==> config.mk <==
export PLATFORM = sky130hd
export DESIGN_NAME = dphc_top
export DESIGN_NICKNAME = d
export VERILOG_FILES = /design/src/core/dphc_pkg.sv /design/src/core/dphc_tap_if.sv /design/src/core/dphc_tap_ctrl.sv /design/src/core/dphc_top.sv
export VERILOG_INCLUDE_DIRS = /design/src /design/src/core
export SDC_FILE = /design/constraint.sdc
export NUM_CORES = 1
export LEC_CHECK = 0
export BUFFER_PORTS_ARGS = -buffer_cell sky130_fd_sc_hd__buf_2
export CORE_MARGIN = 4
export CORE_UTILIZATION = 41
export CTS_CLUSTER_DIAMETER = 120
export DETAILED_ROUTE_END_ITERATION = 8
export GPL_TIMING_DRIVEN = 0
export HOLD_SLACK_MARGIN = 0.1
export PLACE_DENSITY_LB_ADDON = 0.3
export SYNTH_ARGS = -nofsm -noshare
export SYNTH_HDL_FRONTEND = slang
export SYNTH_SLANG_ARGS = --single-unit
==> constraint.sdc <==
create_clock -name clk_sys -period 5 [get_ports clk_sys]
set_input_delay 0.25 -clock clk_sys [delete_from_list [all_inputs] [get_ports clk_sys]]
set_output_delay 0.25 -clock clk_sys [all_outputs]
set_load 0.05 [all_outputs]
==> src/core/dphc_cfg.svh <==
`ifndef DPHC_CFG_SVH
`define DPHC_CFG_SVH
// What this block does
// - After reset the JTAG port is active.
// - High run, 0xE79E, high run selects serial-wire.
// - High run, 0xE73C, high run reselects JTAG.
// - Serial wire shares mode and clock pins.
// - Trace output drives the data-out pin.
// - Without reset pin, TAP reset held inactive.
// - Serial-wire or off releases the unused pins.
// - Boundary TAP, 5-bit IR, precedes core TAP.
// - Boundary TAP returns fixed identification code.
// - Debug state cleared by power-on reset only.
// - TAP reset pin resets only the TAP.
// - Halt request survives system reset, then halts.
// - Standby hold keeps clocks, exit resets system.
// - Deep-sleep hold keeps clocks on internal oscillator.
// - Sleep hold keeps processor bus clock running.
// - Timer hold bits freeze counters while halted.
// - Bus hold bits freeze SMBus timeout while halted.
// - Watchdog hold bits stop counter clock while halted.
// - CAN hold bits stop receive while halted.
// - Bit 5 allocates the trace pins.
// - Control register power-reset only, reserved bits zero.
// - Identification register is a read-only constant.

// ----------------------------------------
// Register offsets.
// ----------------------------------------
`define DPHC_OFS_IDENTITY 8'h00
`define DPHC_OFS_HOLD_CTL 8'h04
`define DPHC_OFS_PIN_CFG 8'h08
`define DPHC_OFS_STATUS 8'h0C

// ----------------------------------------
// Field positions and reset values.
// ----------------------------------------
`define DPHC_HOLD_CTL_RESET 32'h00000000
`define DPHC_HOLD_CTL_WMASK 32'hFE7FFF2F
`define DPHC_BIT_SLEEP_KEEP 0
`define DPHC_BIT_DEEPSLEEP_KEEP 1
`define DPHC_BIT_STANDBY_KEEP 2
`define DPHC_BIT_TRACE_EN 5
`define DPHC_BIT_FREE_WDG 8
`define DPHC_BIT_WINDOW_WDG 9
`define DPHC_PINCFG_NO_TRST 0
`define DPHC_PINCFG_OFF 1
`define DPHC_PINCFG_RESET 2'h0

// ----------------------------------------
// Link sequences and scan chain.
// ----------------------------------------
`define DPHC_SEQ_HIGH_MIN 50
`define DPHC_SEQ_TO_SWD 16'hE79E
`define DPHC_SEQ_TO_JTAG 16'hE73C
`define DPHC_IR_BYPASS 5'h1F
`define DPHC_IR_IDCODE 5'h01
`define DPHC_IR_CAPTURE 5'h01
`endif

==> src/core/dphc_pkg.sv <==
package dphc_pkg;
  typedef enum logic [3:0] {
    DPHC_TLR, DPHC_RTI, DPHC_SEL_DR, DPHC_CAP_DR, DPHC_SH_DR, DPHC_EX1_DR, DPHC_PAU_DR, DPHC_EX2_DR,
    DPHC_UPD_DR, DPHC_SEL_IR, DPHC_CAP_IR, DPHC_SH_IR, DPHC_EX1_IR, DPHC_PAU_IR, DPHC_EX2_IR, DPHC_UPD_IR
  } dphc_tap_e;

  typedef enum logic {DPHC_PORT_JTAG, DPHC_PORT_SWD} dphc_port_e;

  typedef enum logic [1:0] {DPHC_SEQ_WAIT, DPHC_SEQ_PATTERN, DPHC_SEQ_TAIL} dphc_seq_e;

  typedef struct packed {
    dphc_tap_e state;
  } dphc_tap_s;

  typedef struct packed {
    logic [2:0] tck_sync;
    logic [1:0] tms_sync;
    logic [1:0] tdi_sync;
    logic [1:0] trst_sync;
    dphc_port_e port;
    dphc_seq_e seq;
    logic [7:0] high_cnt;
    logic [3:0] bit_cnt;
    logic [15:0] pat;
    logic [4:0] ir_sh;
    logic [4:0] ir;
    logic [31:0] dr_sh;
    logic bsd_out;
    logic dout;
    logic dout_oe;
    logic swdio_out;
    logic swdio_oe;
    logic [31:0] ctl;
    logic [1:0] pincfg;
    logic halt_pend;
    logic standby_prev;
    logic standby_rst;
    logic [31:0] rdata;
  } dphc_top_s;
endpackage

==> src/core/dphc_tap_if.sv <==
`timescale 1ns/1ns
interface dphc_tap_if;
  logic tck_rise;
  logic tms;
  logic tap_reset;
  dphc_pkg::dphc_tap_e state;

  modport ctrl (input tck_rise, input tms, input tap_reset, output state);
  modport user (output tck_rise, output tms, output tap_reset, input state);
endinterface

==> src/core/dphc_tap_ctrl.sv <==
`timescale 1ns/1ns
module dphc_tap_ctrl (
  input wire logic clk_sys,
  input wire logic rst,
  dphc_tap_if.ctrl tap
);
  dphc_pkg::dphc_tap_s s_ff;
  dphc_pkg::dphc_tap_s nxt_s;

  function automatic dphc_pkg::dphc_tap_e tap_next(input dphc_pkg::dphc_tap_e st, input logic tms);
    case (st)
      dphc_pkg::DPHC_TLR: tap_next = tms ? dphc_pkg::DPHC_TLR : dphc_pkg::DPHC_RTI;
      dphc_pkg::DPHC_RTI: tap_next = tms ? dphc_pkg::DPHC_SEL_DR : dphc_pkg::DPHC_RTI;
      dphc_pkg::DPHC_SEL_DR: tap_next = tms ? dphc_pkg::DPHC_SEL_IR : dphc_pkg::DPHC_CAP_DR;
      dphc_pkg::DPHC_CAP_DR: tap_next = tms ? dphc_pkg::DPHC_EX1_DR : dphc_pkg::DPHC_SH_DR;
      dphc_pkg::DPHC_SH_DR: tap_next = tms ? dphc_pkg::DPHC_EX1_DR : dphc_pkg::DPHC_SH_DR;
      dphc_pkg::DPHC_EX1_DR: tap_next = tms ? dphc_pkg::DPHC_UPD_DR : dphc_pkg::DPHC_PAU_DR;
      dphc_pkg::DPHC_PAU_DR: tap_next = tms ? dphc_pkg::DPHC_EX2_DR : dphc_pkg::DPHC_PAU_DR;
      dphc_pkg::DPHC_EX2_DR: tap_next = tms ? dphc_pkg::DPHC_UPD_DR : dphc_pkg::DPHC_SH_DR;
      dphc_pkg::DPHC_UPD_DR: tap_next = tms ? dphc_pkg::DPHC_SEL_DR : dphc_pkg::DPHC_RTI;
      dphc_pkg::DPHC_SEL_IR: tap_next = tms ? dphc_pkg::DPHC_TLR : dphc_pkg::DPHC_CAP_IR;
      dphc_pkg::DPHC_CAP_IR: tap_next = tms ? dphc_pkg::DPHC_EX1_IR : dphc_pkg::DPHC_SH_IR;
      dphc_pkg::DPHC_SH_IR: tap_next = tms ? dphc_pkg::DPHC_EX1_IR : dphc_pkg::DPHC_SH_IR;
      dphc_pkg::DPHC_EX1_IR: tap_next = tms ? dphc_pkg::DPHC_UPD_IR : dphc_pkg::DPHC_PAU_IR;
      dphc_pkg::DPHC_PAU_IR: tap_next = tms ? dphc_pkg::DPHC_EX2_IR : dphc_pkg::DPHC_PAU_IR;
      dphc_pkg::DPHC_EX2_IR: tap_next = tms ? dphc_pkg::DPHC_UPD_IR : dphc_pkg::DPHC_SH_IR;
      dphc_pkg::DPHC_UPD_IR: tap_next = tms ? dphc_pkg::DPHC_SEL_DR : dphc_pkg::DPHC_RTI;
      default: tap_next = dphc_pkg::DPHC_TLR;
    endcase
  endfunction

  // ----------------------------------------
  // State update on each sampled rising link clock edge.
  // ----------------------------------------
  always_comb begin
    nxt_s = s_ff;
    if (tap.tap_reset) begin
      nxt_s.state = dphc_pkg::DPHC_TLR;
    end else if (tap.tck_rise) begin
      nxt_s.state = tap_next(s_ff.state, tap.tms);
    end
  end

  always_ff @(posedge clk_sys) begin
    if (rst) begin
      s_ff <= '{state: dphc_pkg::DPHC_TLR};
    end else begin
      s_ff <= nxt_s;
    end
  end

  assign tap.state = s_ff.state;
endmodule // dphc_tap_ctrl

==> src/core/dphc_top.sv <==
// Local design decision: the address-and-strobe port.
`timescale 1ns/1ns
`include "dphc_cfg.svh"
module dphc_top #(
  parameter int unsigned SEQ_HIGH_MIN = `DPHC_SEQ_HIGH_MIN,
  parameter logic [31:0] BSCAN_IDCODE = 32'h00001001,
  parameter logic [31:0] ID_REG_VALUE = 32'h00002001
) (
  input wire logic clk_sys,
  input wire logic rst,
  input wire logic sys_reset,
  input wire logic dbg_clock_pin,
  input wire logic dbg_mode_select_pin_in,
  output logic dbg_mode_select_pin_out,
  output logic dbg_mode_select_pin_oe,
  input wire logic dbg_data_in_pin,
  output logic dbg_data_out_pin,
  output logic dbg_data_out_pin_oe,
  input wire logic tap_reset_n_pin,
  output logic own_clock_pin,
  output logic own_mode_select_pin,
  output logic own_data_in_pin,
  output logic own_data_out_pin,
  output logic own_tap_reset_pin,
  output logic swd_active,
  output logic link_clk_rise,
  output logic link_clk_fall,
  output logic link_mode_sel,
  output logic core_tap_tdi,
  input wire logic core_tap_tdo,
  input wire logic swd_dio_out,
  input wire logic swd_dio_oe,
  input wire logic async_trace_out,
  input wire logic dbg_halt_req,
  input wire logic core_halted,
  output logic core_halt_req,
  input wire logic in_sleep,
  input wire logic in_deepsleep,
  input wire logic in_standby,
  output logic keep_bus_clock,
  output logic clock_from_internal_rc_8mhz_clock,
  output logic standby_exit_reset,
  output logic [14:0] timer_freeze,
  output logic [2:0] smbus_timeout_freeze,
  output logic [2:0] can_rx_freeze,
  output logic free_watchdog_freeze,
  output logic window_watchdog_freeze,
  input wire logic [7:0] reg_addr,
  input wire logic [31:0] reg_wdata,
  input wire logic reg_wr,
  input wire logic reg_rd,
  output logic [31:0] reg_rdata
);
  dphc_pkg::dphc_top_s s_ff;
  dphc_pkg::dphc_top_s nxt_s;
  logic tck_rise;
  logic tck_fall;
  logic tms;
  logic tdi;
  logic jtag_on;
  logic trace_on;
  logic [15:0] pat_next;
  logic [7:0] high_min;
  dphc_tap_if tap_if ();

  // ----------------------------------------
  // Parameter checks.
  // ----------------------------------------
  if (SEQ_HIGH_MIN < 1 || SEQ_HIGH_MIN > 255) begin : g_chk
    $error("SEQ_HIGH_MIN must lie in 1 to 255.");
  end
  if (BSCAN_IDCODE[0] != 1'b1) begin : g_chk_id
    $error("BSCAN_IDCODE bit 0 must be one.");
  end

  // ----------------------------------------
  // Link edge detection and shared decodes.
  // ----------------------------------------
  assign high_min = 8'(SEQ_HIGH_MIN);
  assign tck_rise = s_ff.tck_sync[1] & ~s_ff.tck_sync[2] & ~s_ff.pincfg[`DPHC_PINCFG_OFF];
  assign tck_fall = ~s_ff.tck_sync[1] & s_ff.tck_sync[2] & ~s_ff.pincfg[`DPHC_PINCFG_OFF];
  assign tms = s_ff.tms_sync[1];
  assign tdi = s_ff.tdi_sync[1];
  assign jtag_on = (s_ff.port == dphc_pkg::DPHC_PORT_JTAG) & ~s_ff.pincfg[`DPHC_PINCFG_OFF];
  assign trace_on = s_ff.ctl[`DPHC_BIT_TRACE_EN];
  assign pat_next = {tms, s_ff.pat[15:1]};

  assign tap_if.tck_rise = tck_rise & jtag_on;
  assign tap_if.tms = tms;
  assign tap_if.tap_reset = jtag_on & ~s_ff.pincfg[`DPHC_PINCFG_NO_TRST] & ~s_ff.trst_sync[1];

  dphc_tap_ctrl u_tap (
    .clk_sys(clk_sys),
    .rst(rst),
    .tap(tap_if.ctrl)
  );

  // ----------------------------------------
  // Next-state logic.
  // ----------------------------------------
  always_comb begin
    nxt_s = s_ff;
    nxt_s.tck_sync = {s_ff.tck_sync[1:0], dbg_clock_pin};
    nxt_s.tms_sync = {s_ff.tms_sync[0], dbg_mode_select_pin_in};
    nxt_s.tdi_sync = {s_ff.tdi_sync[0], dbg_data_in_pin};
    nxt_s.trst_sync = {s_ff.trst_sync[0], tap_reset_n_pin};

    // Port switch sequence detector.
    if (tck_rise) begin
      case (s_ff.seq)
        dphc_pkg::DPHC_SEQ_WAIT: begin
          if (tms) begin
            if (s_ff.high_cnt < high_min) begin
              nxt_s.high_cnt = s_ff.high_cnt + 8'h01;
            end
          end else begin
            if (s_ff.high_cnt >= high_min) begin
              nxt_s.seq = dphc_pkg::DPHC_SEQ_PATTERN;
              nxt_s.bit_cnt = 4'h1;
              nxt_s.pat = pat_next;
            end
            nxt_s.high_cnt = 8'h00;
          end
        end
        dphc_pkg::DPHC_SEQ_PATTERN: begin
          nxt_s.pat = pat_next;
          nxt_s.bit_cnt = s_ff.bit_cnt + 4'h1;
          if (s_ff.bit_cnt == 4'hF) begin
            if ((s_ff.port == dphc_pkg::DPHC_PORT_JTAG && pat_next == `DPHC_SEQ_TO_SWD) ||
                (s_ff.port == dphc_pkg::DPHC_PORT_SWD && pat_next == `DPHC_SEQ_TO_JTAG)) begin
              nxt_s.seq = dphc_pkg::DPHC_SEQ_TAIL;
              nxt_s.high_cnt = 8'h00;
            end else begin
              nxt_s.seq = dphc_pkg::DPHC_SEQ_WAIT;
              nxt_s.high_cnt = tms ? 8'h01 : 8'h00;
            end
          end
        end
        dphc_pkg::DPHC_SEQ_TAIL: begin
          if (tms) begin
            nxt_s.high_cnt = s_ff.high_cnt + 8'h01;
            if (s_ff.high_cnt + 8'h01 >= high_min) begin
              nxt_s.seq = dphc_pkg::DPHC_SEQ_WAIT;
              nxt_s.port = (s_ff.port == dphc_pkg::DPHC_PORT_JTAG) ?
                dphc_pkg::DPHC_PORT_SWD : dphc_pkg::DPHC_PORT_JTAG;
            end
          end else begin
            nxt_s.seq = dphc_pkg::DPHC_SEQ_WAIT;
            nxt_s.high_cnt = 8'h00;
          end
        end
        default: begin
          nxt_s.seq = dphc_pkg::DPHC_SEQ_WAIT;
        end
      endcase
    end

    // Boundary-scan TAP ahead of the core TAP.
    if (tap_if.tap_reset) begin
      nxt_s.ir = `DPHC_IR_IDCODE;
    end else if (tck_rise && jtag_on) begin
      case (tap_if.state)
        dphc_pkg::DPHC_TLR: nxt_s.ir = `DPHC_IR_IDCODE;
        dphc_pkg::DPHC_CAP_IR: nxt_s.ir_sh = `DPHC_IR_CAPTURE;
        dphc_pkg::DPHC_SH_IR: nxt_s.ir_sh = {tdi, s_ff.ir_sh[4:1]};
        dphc_pkg::DPHC_UPD_IR: nxt_s.ir = s_ff.ir_sh;
        dphc_pkg::DPHC_CAP_DR: nxt_s.dr_sh = (s_ff.ir == `DPHC_IR_IDCODE) ? BSCAN_IDCODE : 32'h00000000;
        dphc_pkg::DPHC_SH_DR: begin
          if (s_ff.ir == `DPHC_IR_IDCODE) begin
            nxt_s.dr_sh = {tdi, s_ff.dr_sh[31:1]};
          end else begin
            nxt_s.dr_sh[0] = tdi;
          end
        end
        default: nxt_s.ir = s_ff.ir;
      endcase
    end
    if (tck_fall && jtag_on) begin
      nxt_s.bsd_out = (tap_if.state == dphc_pkg::DPHC_SH_IR) ? s_ff.ir_sh[0] : s_ff.dr_sh[0];
    end

    // Data-out pin and serial-wire data pin.
    if (trace_on) begin
      nxt_s.dout = async_trace_out;
      nxt_s.dout_oe = 1'b1;
    end else if (tck_fall && jtag_on) begin
      nxt_s.dout = core_tap_tdo;
      nxt_s.dout_oe = (tap_if.state == dphc_pkg::DPHC_SH_IR) || (tap_if.state == dphc_pkg::DPHC_SH_DR);
    end else if (!jtag_on) begin
      nxt_s.dout_oe = 1'b0;
    end
    nxt_s.swdio_out = swd_dio_out;
    nxt_s.swdio_oe = swd_dio_oe & ~jtag_on & ~s_ff.pincfg[`DPHC_PINCFG_OFF];

    // Halt request kept through system reset.
    if (dbg_halt_req) begin
      nxt_s.halt_pend = 1'b1;
    end else if (core_halted && !sys_reset) begin
      nxt_s.halt_pend = 1'b0;
    end

    // Standby exit under hold produces a system reset request.
    nxt_s.standby_prev = in_standby;
    nxt_s.standby_rst = s_ff.standby_prev & ~in_standby & s_ff.ctl[`DPHC_BIT_STANDBY_KEEP];

    // Register writes and registered read data.
    if (reg_wr) begin
      case (reg_addr)
        `DPHC_OFS_HOLD_CTL: nxt_s.ctl = reg_wdata & `DPHC_HOLD_CTL_WMASK;
        `DPHC_OFS_PIN_CFG: nxt_s.pincfg = reg_wdata[1:0];
        default: nxt_s.ctl = s_ff.ctl;
      endcase
    end
    nxt_s.rdata = 32'h00000000;
    if (reg_rd) begin
      case (reg_addr)
        `DPHC_OFS_IDENTITY: nxt_s.rdata = ID_REG_VALUE;
        `DPHC_OFS_HOLD_CTL: nxt_s.rdata = s_ff.ctl;
        `DPHC_OFS_PIN_CFG: nxt_s.rdata = {30'h00000000, s_ff.pincfg};
        `DPHC_OFS_STATUS: nxt_s.rdata = {29'h00000000, s_ff.halt_pend, core_halted, ~jtag_on};
        default: nxt_s.rdata = 32'h00000000;
      endcase
    end
  end

  // ----------------------------------------
  // State register, cleared by power-on reset only.
  // ----------------------------------------
  always_ff @(posedge clk_sys) begin
    if (rst) begin
      s_ff <= '{
        tck_sync: 3'h0, tms_sync: 2'h3, tdi_sync: 2'h3, trst_sync: 2'h3,
        port: dphc_pkg::DPHC_PORT_JTAG,
        seq: dphc_pkg::DPHC_SEQ_WAIT, high_cnt: 8'h00, bit_cnt: 4'h0, pat: 16'h0000,
        ir_sh: 5'h00, ir: `DPHC_IR_IDCODE, dr_sh: 32'h00000000, bsd_out: 1'b0,
        dout: 1'b0, dout_oe: 1'b0, swdio_out: 1'b0, swdio_oe: 1'b0,
        ctl: `DPHC_HOLD_CTL_RESET, pincfg: `DPHC_PINCFG_RESET,
        halt_pend: 1'b0, standby_prev: 1'b0, standby_rst: 1'b0, rdata: 32'h00000000
      };
    end else begin
      s_ff <= nxt_s;
    end
  end

  // ----------------------------------------
  // Pin ownership and link outputs.
  // ----------------------------------------
  assign own_clock_pin = ~s_ff.pincfg[`DPHC_PINCFG_OFF];
  assign own_mode_select_pin = ~s_ff.pincfg[`DPHC_PINCFG_OFF];
  assign own_data_in_pin = jtag_on;
  assign own_data_out_pin = jtag_on | trace_on;
  assign own_tap_reset_pin = jtag_on & ~s_ff.pincfg[`DPHC_PINCFG_NO_TRST];
  assign swd_active = ~jtag_on;
  assign link_clk_rise = tck_rise;
  assign link_clk_fall = tck_fall;
  assign link_mode_sel = tms;
  assign core_tap_tdi = s_ff.bsd_out;
  assign dbg_mode_select_pin_out = s_ff.swdio_out;
  assign dbg_mode_select_pin_oe = s_ff.swdio_oe;
  assign dbg_data_out_pin = s_ff.dout;
  assign dbg_data_out_pin_oe = s_ff.dout_oe;
  assign reg_rdata = s_ff.rdata;

  // ----------------------------------------
  // Halt, power-mode and freeze outputs.
  // ----------------------------------------
  assign core_halt_req = s_ff.halt_pend & ~sys_reset;
  assign clock_from_internal_rc_8mhz_clock = (in_standby & s_ff.ctl[`DPHC_BIT_STANDBY_KEEP]) |
    (in_deepsleep & s_ff.ctl[`DPHC_BIT_DEEPSLEEP_KEEP]);
  assign keep_bus_clock = clock_from_internal_rc_8mhz_clock | (in_sleep & s_ff.ctl[`DPHC_BIT_SLEEP_KEEP]);
  assign standby_exit_reset = s_ff.standby_rst;
  assign timer_freeze = {s_ff.ctl[31:25], s_ff.ctl[20:17], s_ff.ctl[13:10]} & {15{core_halted}};
  assign smbus_timeout_freeze = {s_ff.ctl[22], s_ff.ctl[16], s_ff.ctl[15]} & {3{core_halted}};
  assign can_rx_freeze = {s_ff.ctl[3], s_ff.ctl[21], s_ff.ctl[14]} & {3{core_halted}};
  assign free_watchdog_freeze = s_ff.ctl[`DPHC_BIT_FREE_WDG] & core_halted;
  assign window_watchdog_freeze = s_ff.ctl[`DPHC_BIT_WINDOW_WDG] & core_halted;
endmodule // dphc_top

==> summary.md <==
| Metric | Value |
|---|---|
| DR vias | 5729 |
| Placer Congestion | 0.8496 |
| Iteration-0 DRC Markers | 328 |
| Final hold vios | 0 |
| DRC viols | 0 |
| Power share of the combinational group | 0.048 |
| Clock root buffer | clkbuf_16 |
| Mapped Cells | 752 |
| DRT antenna net count | 0 |
| Detail Placement HPWL | 11540 um |
| Reg power frac | 0.448 |
| CTS tree | yes |
| Leakage power | 3.433 nW |
| H-Tree Depth | 4 |
| Worst Path Required | 5310 ps |
| HP Class | in2reg |
| Post-route minimum period | 2481 ps |
| Largest net degree at the start of global routing | 17 |
| Sequential cell area | 0.002983 mm2 |
| Prevailing post-synth register cell | dfxtp_1 |
| Critical-path cell list | ha_1, clkbuf_1, nand3_1, or4_1, o311ai_1, a31oi_1, mux2_2 |
| Area share of the largest cell type after synthesis | 0.4654 |
| Number of flops mapped to enable cells by yosys | 0 |
| I/O Buffers | 119 |
| Number of max-cap violations | 0 |
| Drt total wl | 16350 um |
| Slew HR | 0.5229 |
| Antenna Cells | 0 |
| Vert. Die Dim | 133.0 um |
| Post-Route Skew | 10.77 ps |
| FF-to-FF path depth | 7 |
| CP arrival | 2790 ps |
| Avg WL per Cell | 14.16 um |
| Final-report max-slew violation count | 0 |
| Achievable Freq | 403.0 MHz |
| Largest area contributor in the synthesized netlist | dfxtp_1 |
| Via-to-Cell Ratio | 4.960 |
| Initial Util | 0.4200 |
| Crit path max fanout | 10 |
| Mapped Avg Cell Area | 8.522 um2 |
| Final worst-path cycle share | 0.4963 |
| Clock transition at the registers of the reported paths | 70 ps |
| Skew-Pair Late Insertion Delay | 430 ps |
| Initial antenna violation count | 0 |
| Gr ovfl total | 0 |
| R2r setup slk | 2520 ps |
| CTS buffer count | 17 |
| P_int | 2.048 mW |
| Vias in the first global route | 5274 |
| Count of state elements after synthesis | 149 |
| Placed insts | 1086 |
| Synth warn | 0 |
| Area Overhead vs Synth | 29.09% |
| Multi-input combinational cell area | 0.002919 mm2 |
| Worst hold path depth | 4 |
| Overall die area | 0.01770 mm2 |
| Non-filler cells, final | 1155 |
| Max VDD drop | 0.2357 mV |
| GRT Util Overall | 0.1847 |
| Slew @ Worst Pin | 713.0 ps |
| Overall power | 2.672 mW |
| Status | completed |
| TNS Setup | 0 ps |
| Power per cell area | 323.0 mW/mm2 |
| Family with the most delay on the worst path | simple AND/OR/NAND/NOR gates |
| Endpoint class of the critical path | register |
| Type of the worst setup path | reg2reg |
| Startpoint type of the worst setup path | register |
| First-pass GRT wire length | 26660 um |
| Clk pwr share | 0.503 |
| RSZ-0062 raised after global routing | no |
| # rows | 45 |
| Clock tree buffer depth | 2 |
| Die W | 133.0 um |
| Psw | 624.7 uW |
| I/O pins | 131 |
| Switching share of power | 0.2338 |
| Setup violations, final | 0 |
| Buf+Inv Stages, Crit Path | 1 |
| Most area-consuming cells after synthesis | dfxtp_1, nand2_1, a21oi_1 |
| Share of flip-flops with an asynchronous set or reset | 0 |
| Slowest stage delay, CP | 530 ps |
| Distinct cell type count after synthesis | 66 |
| CTS sink cnt | 149 |
| Fill cells | 1433 |
| CP max stage cell | dfxtp_1 |
| Layout cell share with drive strength beyond 1 | 0.2352 |
| Netlist Area Pre-Place | 0.006409 mm2 |
| First-pass DRT Iterations | 4 |
| Seq/Total Area, Yosys | 0.4654 |
| Cell count along the critical path | 7 |
| Core Area | 0.01526 mm2 |
| Final net count | 993 |
-- power by group through the flow --
stage / Sequential, mW / Combinational, mW / Clock (mW)
after floorplan: 1.23 / 0.0582 / 0
after global routing: 1.20 / 0.141 / 1.41
final: 1.20 / 0.128 / 1.35
after global placement: 1.23 / 0.106 / 0
after detailed placement: 1.23 / 0.106 / 0
after CTS: 1.20 / 0.129 / 1.37
-- what timing repair did --
item,4_1_cts,5_1_grt
hold buffers,37,0
gates resized for setup,0,0
buffers inserted,0,0
hold endpoints to repair,40,0
-- flip-flops by register name, summed over array words and instances, names as in the netlist, 4 cells and up --
register and count:
nxt_s 5, s_ff 91, reg_rdata 27, pat_next 15, u_tap.tap.state 4
-- stage by stage --
stage / cell area [um2] / hold slack [ps] / setup WS (ps) / util
floorplan: 6424 / 325.7 / 2184 / -
global placement: 7283 / 391.8 / 2587 / 0.4773
detailed placement: 7283 / 392.3 / 2573 / 0.4773
CTS: 8273 / 148.7 / 2566 / 0.5422
global route: 8273 / 178.5 / 2366 / 0.5422
finish: 8273 / 159.2 / 2519 / 0.5422
-- cell families (layout without fill, tap and decap cells) --
logic type / count (synthesis) / count (layout) / share of synthesized area
flip-flops: 149 / 149 / 0.4654
AND/OR/NAND/NOR: 332 / 332 / 0.2675
XOR/XNOR: 2 / 2 / 0.002734
AO/OA/AOI/OAI: 145 / 145 / 0.1398
other: 1 / 5 / 0.0005851
buffers and inverters: 97 / 285 / 0.08141
multiplexers: 22 / 22 / 0.03475
adder cells (fa/ha/maj): 4 / 4 / 0.007810
-- per-layer routing --
metal  vias to the layer above  routed length (um)  track usage
met2                       165                7585       0.3053
met4                         0                 208      0.06813
met1                      2641                7627       0.2381
li1                       2905                   -            -
met5                         -                   0            0
met3                        18                 928      0.03840
-- cell type report --
| class | instances | area share |
|---|---|---|
| clock buffers | 17 | 0.05142 |
| plain buffers | 84 | 0.05717 |
| inverters | 13 | 0.005898 |
| repair buffers | 156 | 0.1168 |
| clock inverters | 15 | 0.02344 |
| flip-flops and latches | 149 | 0.3606 |
| multi-input cells | 510 | 0.3528 |
| well taps | 211 | 0.03191 |
-- Yosys cell counts, types with 12 or more instances --
library cell / instances
dfxtp_1: 149
nand2_1: 107
a21oi_1: 77
nor2_1: 57
and2_1: 46
clkbuf_1: 38
nand3_1: 35
buf_4: 33
mux2i_1: 20
inv_1: 13
nor2b_1: 13
a22oi_1: 12
nand2b_1: 12
-- layout by cell type, fill, tap and decap left out, types with 3 or more instances in the layout --
master and instances:
dfxtp_1 149, buf_2 128, nand2_1 107, a21oi_1 77, nor2_1 57, and2_1 46, clkbuf_1 38, dlygate4sd3_1 37
nand3_1 35, buf_4 33, mux2i_1 20, clkbuf_16 17, inv_1 13, nor2b_1 13, nand2b_1 12, a22oi_1 12
o21ai_0 11, or2_2 10, nand4_1 9, nor3_1 7, a311oi_1 7, a31oi_1 7, a211oi_1 6, or3_1 5
conb_1 5, inv_6 5, o31ai_1 4, nor4bb_1 4, ha_1 4, nor4_1 3, nor3b_1 3, buf_6 3
and3_1 3, o32ai_1 3, bufinv_16 3
-- worst paths after layout --
kind | start | end
setup / recovery | s_ff[136]$_SDFFE_PP0P_ | s_ff[146]$_SDFFE_PP0P_
hold / removal | sys_reset | s_ff[34]$_SDFFE_PP0P_
setup reg to reg | s_ff[136]$_SDFFE_PP0P_ | s_ff[146]$_SDFFE_PP0P_
hold reg to reg | nxt_s[148]$_SDFF_PP1_ | s_ff[148]$_SDFF_PP1_
-- worst min-delay path, delay by kind of cell --
kind	cells	cell delay (ps)
buffers and inverters	1	80
AOI/OAI and AO/OA	1	60
and+or+nand+nor	2	160
Note: power is estimated with default switching activity, not from simulation.
